--- src/design/lsdu_pkg.sv ---
// package: register map, field positions and carriers for the low-side driver unit
package lsdu_pkg;

  // register indices as printed; byte address is four times the index
  localparam logic [3:0] IDX_DRIVER_DATA   = 4'h0;
  localparam logic [3:0] IDX_DRIVER_CONFIG = 4'h1;
  localparam logic [3:0] IDX_OL_STATUS     = 4'h5;
  localparam logic [3:0] IDX_OC_IRQ_EN     = 4'h6;
  localparam logic [3:0] IDX_OC_FLAGS      = 4'h7;
  localparam logic [3:0] IDX_EVT_STATUS    = 4'h8;
  localparam logic [3:0] IDX_EVT_ENABLE    = 4'h9;
  localparam logic [3:0] IDX_EVT_CLEAR     = 4'ha;

  // field positions
  localparam int CFG_DRV_EN_LSB  = 0;
  localparam int CFG_OL_EN_LSB   = 2;
  localparam int IRQ_EN_BIT      = 7;

  // reset values
  localparam logic [7:0] RST_BYTE = 8'h00;
  localparam logic [1:0] RST_PAIR = 2'h0;

  // timing, clock period exposed for reference
  localparam int CLK_PERIOD_PS = 4000;

  // event bits of the summary status register
  localparam int EVT_OC0 = 0;
  localparam int EVT_OC1 = 1;
  localparam int EVT_OL0 = 2;
  localparam int EVT_OL1 = 3;
  localparam int EVT_W   = 4;

  // per-driver feedback from the analog stage
  typedef struct packed {
    logic [1:0] open_load_cmp;  // current below threshold
    logic [1:0] overcurrent;    // current above limit
  } lsdu_analog_s;

  // per-driver commands to the analog stage
  typedef struct packed {
    logic [1:0] driver_on;
    logic [1:0] driver_bias;
    logic [1:0] ol_detect_on;
  } lsdu_stage_s;

endpackage

--- src/design/lsdu_top.sv ---
// file: control and protection logic for two low-side relay drivers
//
// The register offsets and the Wishbone interface to the registers are this design's own decisions.
`timescale 1ns/10ps

// What this block does
// - enable bits 1-0 bias each driver
// - config bits 3-2 enable open-load detection
// - detection active: enabled, biased, source off
// - status bits report open-load comparator result
// - status updates only while detection conditions hold
// - bit 7 gates over-current interrupt request
// - flags readable; write one clears
// - flag sets on over-current report
// - set flag forces driver off
// - cleared flag returns control to source
// - flag sticky until software clears
// - selected data bit switches driver
// - over-current detected only while enabled
// - stop keeps flags; irq only in run
module lsdu_top
(
  // clock and reset
  input  wire  logic                  clk_sys,
  input  wire  logic                  reset,
  // wishbone classic slave
  input  wire  logic                  wb_cyc_i,
  input  wire  logic                  wb_stb_i,
  input  wire  logic                  wb_we_i,
  input  wire  logic [5:0]            wb_adr_i,
  input  wire  logic [3:0]            wb_sel_i,
  input  wire  logic [31:0]           wb_dat_i,
  output logic       [31:0]           wb_dat_o,
  output logic                        wb_ack_o,
  output logic                        wb_err_o,
  // routing unit: alternate source per driver
  input  wire  logic [1:0]            route_select,
  input  wire  logic [1:0]            route_level,
  // mcu mode
  input  wire  logic                  stop_mode,
  // analog stage, asynchronous comparator outputs
  input  wire  lsdu_pkg::lsdu_analog_s analog_in,
  output lsdu_pkg::lsdu_stage_s       stage_out,
  // interrupt
  output logic                        irq
);

  // ---- pin synchronisers: two flops before any use
  lsdu_pkg::lsdu_analog_s sync1_q;
  lsdu_pkg::lsdu_analog_s sync2_q;

  // comparator outputs come from the analog domain
  always_ff @(posedge clk_sys)
  begin
    if (reset)
    begin
      sync1_q <= '0;
      sync2_q <= '0;
    end
    else
    begin
      sync1_q <= analog_in;
      sync2_q <= sync1_q;
    end
  end

  // ---- register state
  logic [1:0] data_q;
  logic [1:0] drv_en_q;
  logic [1:0] ol_en_q;
  logic [1:0] ol_stat_q;
  logic [1:0] ol_stat_d;
  logic       oc_ie_q;
  logic [1:0] oc_flag_q;
  logic [1:0] oc_flag_d;
  logic [lsdu_pkg::EVT_W-1:0] evt_q;
  logic [lsdu_pkg::EVT_W-1:0] evt_d;
  logic [lsdu_pkg::EVT_W-1:0] evt_en_q;
  logic       ack_q;
  logic       err_q;
  logic [31:0] rdata_q;

  // ---- bus decode
  wire        req     = wb_cyc_i && wb_stb_i && !ack_q && !err_q;
  wire [3:0]  idx     = wb_adr_i[5:2];
  wire        wr      = req && wb_we_i && wb_sel_i[0];
  wire [7:0]  wbyte   = wb_dat_i[7:0];
  wire        hit_dat = (idx == lsdu_pkg::IDX_DRIVER_DATA);
  wire        hit_cfg = (idx == lsdu_pkg::IDX_DRIVER_CONFIG);
  wire        hit_ols = (idx == lsdu_pkg::IDX_OL_STATUS);
  wire        hit_ie  = (idx == lsdu_pkg::IDX_OC_IRQ_EN);
  wire        hit_ocf = (idx == lsdu_pkg::IDX_OC_FLAGS);
  wire        hit_evs = (idx == lsdu_pkg::IDX_EVT_STATUS);
  wire        hit_eve = (idx == lsdu_pkg::IDX_EVT_ENABLE);
  wire        hit_evc = (idx == lsdu_pkg::IDX_EVT_CLEAR);
  wire        mapped  = hit_dat | hit_cfg | hit_ols | hit_ie | hit_ocf
                      | hit_evs | hit_eve | hit_evc;

  // ---- driver control path
  wire [1:0] src_level = (route_select & route_level) | (~route_select & data_q);
  wire [1:0] drive_on  = drv_en_q & src_level & ~oc_flag_q;
  wire [1:0] ol_active = ol_en_q & drv_en_q & ~src_level;
  wire [1:0] oc_event  = sync2_q.overcurrent & drv_en_q;
  wire [1:0] oc_clear  = (wr && hit_ocf) ? wbyte[1:0] : 2'h0;

  // read-back of the data register shows the selected source when biased
  wire [1:0] data_view = (drv_en_q & src_level) | (~drv_en_q & data_q);

  // ---- next-state for flags; set listed last so it wins over clear
  always_comb
  begin
    oc_flag_d = (oc_flag_q & ~oc_clear) | oc_event;
    for (int i = 0; i < 2; i++)
    begin
      ol_stat_d[i] = ol_active[i] ? sync2_q.open_load_cmp[i] : ol_stat_q[i];
    end
  end

  // summary events: over-current and open-load rising report
  wire [lsdu_pkg::EVT_W-1:0] evt_set = {ol_stat_d & ~ol_stat_q, oc_event & ~oc_flag_q};
  wire [lsdu_pkg::EVT_W-1:0] evt_clr = (wr && hit_evc) ? wbyte[lsdu_pkg::EVT_W-1:0]
                                                       : '0;
  assign evt_d = (evt_q & ~evt_clr) | evt_set;

  // ---- read mux, unused bits zero
  wire [7:0] rd_byte =
      hit_dat ? {6'h00, data_view} :
      hit_cfg ? {4'h0, ol_en_q, drv_en_q} :
      hit_ols ? {6'h00, ol_stat_q} :
      hit_ie  ? {oc_ie_q, 7'h00} :
      hit_ocf ? {6'h00, oc_flag_q} :
      hit_evs ? {4'h0, evt_q} :
      hit_eve ? {4'h0, evt_en_q} : 8'h00;

  // control registers; stop clears only the data bits
  always_ff @(posedge clk_sys)
  begin
    if (reset)
    begin
      data_q   <= lsdu_pkg::RST_PAIR;
      drv_en_q <= lsdu_pkg::RST_PAIR;
      ol_en_q  <= lsdu_pkg::RST_PAIR;
      oc_ie_q  <= 1'b0;
      evt_en_q <= '0;
    end
    else
    begin
      if (stop_mode)
        data_q <= lsdu_pkg::RST_PAIR;
      else if (wr && hit_dat)
        data_q <= wbyte[1:0];
      if (wr && hit_cfg)
      begin
        drv_en_q <= wbyte[lsdu_pkg::CFG_DRV_EN_LSB +: 2];
        ol_en_q  <= wbyte[lsdu_pkg::CFG_OL_EN_LSB +: 2];
      end
      if (wr && hit_ie)
        oc_ie_q <= wbyte[lsdu_pkg::IRQ_EN_BIT];
      if (wr && hit_eve)
        evt_en_q <= wbyte[lsdu_pkg::EVT_W-1:0];
    end
  end

  // status and flags; stop mode leaves the flags alone
  always_ff @(posedge clk_sys)
  begin
    if (reset)
    begin
      oc_flag_q <= lsdu_pkg::RST_PAIR;
      ol_stat_q <= lsdu_pkg::RST_PAIR;
      evt_q     <= '0;
    end
    else
    begin
      oc_flag_q <= oc_flag_d;
      ol_stat_q <= ol_stat_d;
      evt_q     <= evt_d;
    end
  end

  // bus answer: one wait-free cycle, ack or err
  always_ff @(posedge clk_sys)
  begin
    if (reset)
    begin
      ack_q   <= 1'b0;
      err_q   <= 1'b0;
      rdata_q <= 32'h0000_0000;
    end
    else
    begin
      ack_q   <= req && mapped;
      err_q   <= req && !mapped;
      rdata_q <= (req && mapped && !wb_we_i) ? {24'h00_0000, rd_byte} : 32'h0000_0000;
    end
  end

  assign wb_ack_o = ack_q;
  assign wb_err_o = err_q;
  assign wb_dat_o = rdata_q;

  // interrupt: over-current request gated by bit 7, plus summary events, run mode only
  wire oc_req  = oc_ie_q && (oc_flag_q != 2'h0);
  wire evt_req = (evt_q & evt_en_q) != '0;
  assign irq = !stop_mode && (oc_req || evt_req);

  // stage commands
  assign stage_out.driver_on    = drive_on;
  assign stage_out.driver_bias  = drv_en_q;
  assign stage_out.ol_detect_on = ol_active;

endmodule

--- config.mk ---
export PLATFORM = sky130hd
export DESIGN_NAME = lsdu_top
export DESIGN_NICKNAME = d
export VERILOG_FILES = /design/src/design/lsdu_pkg.sv /design/src/design/lsdu_top.sv
export SDC_FILE = /design/constraint.sdc
export NUM_CORES = 1
export LEC_CHECK = 0
export BUFFER_PORTS_ARGS = -buffer_cell sky130_fd_sc_hd__buf_4
export CAP_MARGIN = 40
export CORE_ASPECT_RATIO = 1.4
export CORE_MARGIN = 3
export CORE_UTILIZATION = 30
export CTS_CLUSTER_SIZE = 28
export DETAILED_ROUTE_END_ITERATION = 8
export GPL_ROUTABILITY_DRIVEN = 0
export SETUP_SLACK_MARGIN = 0.02
export SLEW_MARGIN = 40
export SYNTH_ARGS = -nofsm -noshare
export SYNTH_HDL_FRONTEND = slang
export SYNTH_SLANG_ARGS = --single-unit
--- constraint.sdc ---
create_clock -name clk_sys -period 1.3 [get_ports clk_sys]
set_input_delay 0.13 -clock clk_sys [delete_from_list [all_inputs] [get_ports clk_sys]]
set_output_delay 0.13 -clock clk_sys [all_outputs]
set_load 0.03 [all_outputs]
Word-level counts from Yosys, hierarchy flattened
Index checks and enable logic that the tools add are counted.
Word-level totals
  output and inout bits: 41
  logic and storage cells: 99
  flip-flop bits (word level): 61
Operators by class
  bitwise logic cells: 32
  equality and inequality tests: 7
  reduce and logical (&&, ||, !) cells: 30
  muxes and demuxes: 11
Operators with widths (number)
  2-to-1 mux 8 bit: 4
  AND 2 bit: 11
  logical AND 1 bit: 16
  2-to-1 mux 4 bit: 4
  == test 4 x 3 -> 1 bit, second input constant: 3
  == test 4 bit, second input constant: 3
  NOT 2 bit: 6
  AND 4 bit: 2
  OR reduction 8 bit: 1
  bitwise OR 1 bit: 7
  bitwise OR 2 bit: 3
  logical NOT 1 bit: 5
  OR reduction 5 bit: 1
  == test 4 x 1 -> 1 bit, second input constant: 1
  logical NOT 4 bit: 1
  NOT 4 bit: 1
  bitwise OR 4 bit: 1
  nonzero test 4 bit: 1
  OR reduction 2 bit: 2
  OR reduction 3 bit: 1
  2-to-1 mux 1 bit: 2
  2-to-1 mux 2 bit: 1
  nonzero test 2 bit: 1
  logical OR 1 bit: 1
  NOT 1 bit: 1

Longest topological paths before layout
  depth after elaboration: 12
  depth in mapped cells: 5

Least setup slack after synthesis
Ideal clock, no wire load.
  path type: register to register
  start: register err_q, in the netlist wb_err_o
  end: register drv_en_q[0]
  period minus slack after synthesis: 1.514 ns
  slack: -0.214 ns
  setup time: 0.128 ns
  arrival: 1.386 ns
  stages on the path, launching flop included: 5
  cell sequence: dfxtp_1 > nand4bb_4 > nor4_4 > mux2i_1 > nor2_1
On the way
  word-level cells in the longest chain between the ends: 5
Ends and longest elaborated chain
  start: declaration: RTL line lsdu_top.sv:80  | logic err_q;
  start signal: assignment: RTL line lsdu_top.sv:193  | err_q <= req && !mapped;
  logical NOT 1 bit: RTL line lsdu_top.sv:84  | wire req = wb_cyc_i && wb_stb_i && !ack_q && !err_q;
  logical AND 1 bit: RTL line lsdu_top.sv:84
  logical AND 1 bit (2 in series): RTL line lsdu_top.sv:86  | wire wr = req && wb_we_i && wb_sel_i[0];
  logical AND 1 bit: RTL line lsdu_top.sv:152  | if (wr && hit_cfg)
  end signal: assignment: RTL line lsdu_top.sv:141  | drv_en_q <= lsdu_pkg::RST_PAIR;
  end signal: assignment: RTL line lsdu_top.sv:154  | drv_en_q <= wbyte[lsdu_pkg::CFG_DRV_EN_LSB +: 2];
  end: declaration: RTL line lsdu_top.sv:69  | logic [1:0] drv_en_q;
Every way passes these cells.
A chain may end at the register's enable or synchronous reset.

Worst setup path after layout
  start: register err_q, in the netlist wb_err_o
  end: register ol_en_q[0]
On the way
  word-level cells in the longest chain between the ends: 5
Ends and longest elaborated chain
  logical NOT 1 bit: RTL line lsdu_top.sv:84
  logical AND 1 bit: RTL line lsdu_top.sv:84
  logical AND 1 bit (2 in series): RTL line lsdu_top.sv:86
  logical AND 1 bit: RTL line lsdu_top.sv:152
  end signal: assignment: RTL line lsdu_top.sv:142  | ol_en_q <= lsdu_pkg::RST_PAIR;
  end signal: assignment: RTL line lsdu_top.sv:155  | ol_en_q <= wbyte[lsdu_pkg::CFG_OL_EN_LSB +: 2];
  end: declaration: RTL line lsdu_top.sv:70  | logic [1:0] ol_en_q;
Every way passes these cells.

==> flow_summary.json <==
{
  "chipWidth_um": 70.4,
  "synth_commonest_cells": "dfxtp_1, buf_4, nor2_1, mux2i_1, nor2b_1",
  "fin_ws_ns": -0.163,
  "dp_hpwl_um": 3320,
  "p_per_area_nw_per_um2": 930,
  "crit_path_end_kind": "flop",
  "drt_iter0_markers": 73,
  "wl_um": 4500,
  "cts_root_buffer": "clkbuf_8",
  "layout.nets": 315,
  "portBuffers": 37,
  "synthTopCellsByArea": "dfxtp_1, buf_4, mux2i_1",
  "start_util_pct": 31.3,
  "power.total_mw": 2.31,
  "synth_largest_area_cell": "dfxtp_1",
  "grt_pass1_wl_um": 7030,
  "cts_made_buffers": 5,
  "ir_drop_uv": 695,
  "grtUsageTotal_pct": 13.4,
  "reg2reg_to": "ol_en_q[0]",
  "wl_per_cell_um": 13.7,
  "netlist.area_leader.share_pct": 39.1,
  "cts_tree": "yes",
  "hold_depth": 2,
  "rows": 32,
  "cp_max_fo": 4,
  "fin_util_pct": 44.7,
  "grt_pass1_vias": 1463,
  "reg2regPathDepth": 6,
  "async_flop_share_pct": 0,
  "holdWs_ns": 0.0259,
  "r2r-start": "wb_err_o",
  "die_y_um": 96.1,
  "clk_pin_slew_worst_paths_ns": 0.07,
  "violations": "negative setup slack",
  "yosys_warnings": 0,
  "syn_inst": 192,
  "clock-skew-final_ns": 0.00900,
  "min_to": "data_q[1]",
  "min_from": "stop_mode",
  "fmax_mhz": 683,
  "drc_errors": 0,
  "path_class": "flop to flop",
  "worstPathArrival_ns": 1.63,
  "antenna_found_initial": 0,
  "vias_per_cell": 4.68,
  "start_kind": "flop",
  "final.setup.tns_ns": -1.38,
  "postCtsHoldBufs": 0,
  "firstDrtPassIters": 4,
  "synthesis.area_sq_um": 1740,
  "yosysSeqAreaShare_pct": 39.1,
  "hold_path.class": "input pin to flop",
  "layout-drive-gt1-share_pct": 43.8,
  "setup_violations": 17,
  "status": "finished, violations left",
  "die_area_sq_um": 6760,
  "worstPathRequired_ns": 1.46,
  "synth_seq_cells": 34,
  "n_antenna_cell": 0,
  "leakage_nw": 1.06,
  "synth_flop_cell": "dfxtp_1",
  "antenna_left": 0,
  "grt_max_degree": 30,
  "period_share_pct": 113,
  "h-tree-depth": 2,
  "syn_area_per_cell_sq_um": 9.06,
  "synth-edff-count": 0,
  "clk_path_buf_depth": 2,
  "rrSetupSlack_ns": -0.16,
  "layout_min_cycle_time_ns": 1.46,
  "area_delta_synth_final_pct": 42.8,
  "clock_latency_ns": 0.29,
  "fp.coreArea_sq_um": 5570,
  "io_pins": 97,
  "clkSinkCount": 34,
  "final-hold-violation-count": 0,
  "finalMaxSlewViolations": 0,
  "vias": 1536,
  "gr-total-overflow": 0,
  "yosysMostFrequentCell": "dfxtp_1",
  "synthDistinctLibCells": 36,
  "drv_cap": 0,
  "grt_setup_unrepaired": "true"
}
-- sequential cells by signal (all words and copies together) (netlist names) --
| signal | flops |
|---|---|
| data_q | 2 |
| drv_en_q | 2 |
| evt_en_q | 4 |
| evt_q | 4 |
| oc_flag_q | 2 |
| oc_ie_q | 1 |
| ol_en_q | 2 |
| ol_stat_q | 2 |
| sync1_q | 4 |
| sync2_q | 4 |
| wb_ack_o | 1 |
| wb_dat_o | 5 |
| wb_err_o | 1 |
-- power by group --
part | switching (mW) | internal, mW | leakage, nW | total (mW)
logic | 0.223 | 0.121 | 0.723 | 0.344
registers | 0.00552 | 1.05 | 0.285 | 1.05
clock network | 0.378 | 0.535 | 0.0575 | 0.913
total | 0.607 | 1.70 | 1.06 | 2.31
-- logic make-up (layout without fill, tap and decap cells) --
family          count (synthesis)  count (layout)  share of synthesized area [%]
buf+inv                        41              83                           14.7
compound gates                 32              32                           11.6
flops                          34              34                           39.1
simple gates                   67              67                           24.6
other cells                     1              27                          0.215
mux                            17              17                           9.78
-- worst max-delay path by stage --
| stage | start | end | slack, ns | depth (start not counted) |
|---|---|---|---|---|
| 6_report | wb_err_o | ol_en_q[0] | -0.16 | 6 |
| 2_1_floorplan | wb_ack_o | drv_en_q[0] | -0.10 | 4 |
| 4_1_cts | wb_err_o | ol_en_q[0] | -0.17 | 6 |
| 3_3_place_gp | wb_ack_o | evt_q[2] | -0.19 | 5 |
| 3_5_place_dp | wb_ack_o | evt_q[1] | -0.21 | 5 |
| 5_1_grt | wb_err_o | drv_en_q[0] | -0.25 | 6 |
-- through the flow --
step | cell area [sq um] | worst slack, ns | instances
final | 2490 | -0.163 | 328
after floorplan | 1860 | -0.101 | 218
after global placement | 2130 | -0.191 | 308
after CTS | 2440 | -0.174 | 327
after global routing | 2490 | -0.246 | 328
after detailed placement | 2130 | -0.208 | 308
-- placed cells by master (no fill, tap or decap), types with 4 or more instances in the layout --
cell	synthesis	final
buf_4	27	55
conb_1	1	27
nor2_1	20	20
dfxtp_1	34	19
mux2i_1	17	15
buf_6	0	12
nor2b_1	11	11
dfxtp_2	0	11
a21oi_1	10	10
inv_1	8	8
clkbuf_8	0	8
o21ai_2	0	5
nand2_1	5	5
nor3_1	4	4
dfxtp_4	0	4
-- critical path, cell delays in order, from the launching register on --
cell	delay [ns]
dfxtp_2	0.33
nand4bb_4	0.22
buf_6	0.15
nor4_4	0.19
buf_4	0.19
mux2i_1	0.20
nor2_1	0.06
-- timing repair --
| action | in CTS | in global routing |
|---|---|---|
| pin swaps | 14 | 7 |
| endpoints found under the setup margin | 22 | 26 |
| resized for setup | 43 | 9 |
| buffers inserted | 11 | 1 |
-- per-layer routing --
metal | global-route usage [%] | vias to the layer above | routed length, um
met2 | 25.1 | 52 | 2400
met5 | 0 | - | 0
met3 | 3.24 | 10 | 228
met4 | 6.71 | 0 | 149
met1 | 13.9 | 719 | 1730
li1 | - | 755 | -
-- cell type report --
class | count | area [sq um]
Clock buffer | 8 | 110
Inverter | 8 | 30.0
Fill cell | 558 | 3080
Multi-Input combinational cell | 143 | 1000
Timing Repair Buffer | 67 | 548
Tap cell | 68 | 85.1
Sequential cell | 34 | 709
Note: power is estimated with default switching activity, not from simulation.
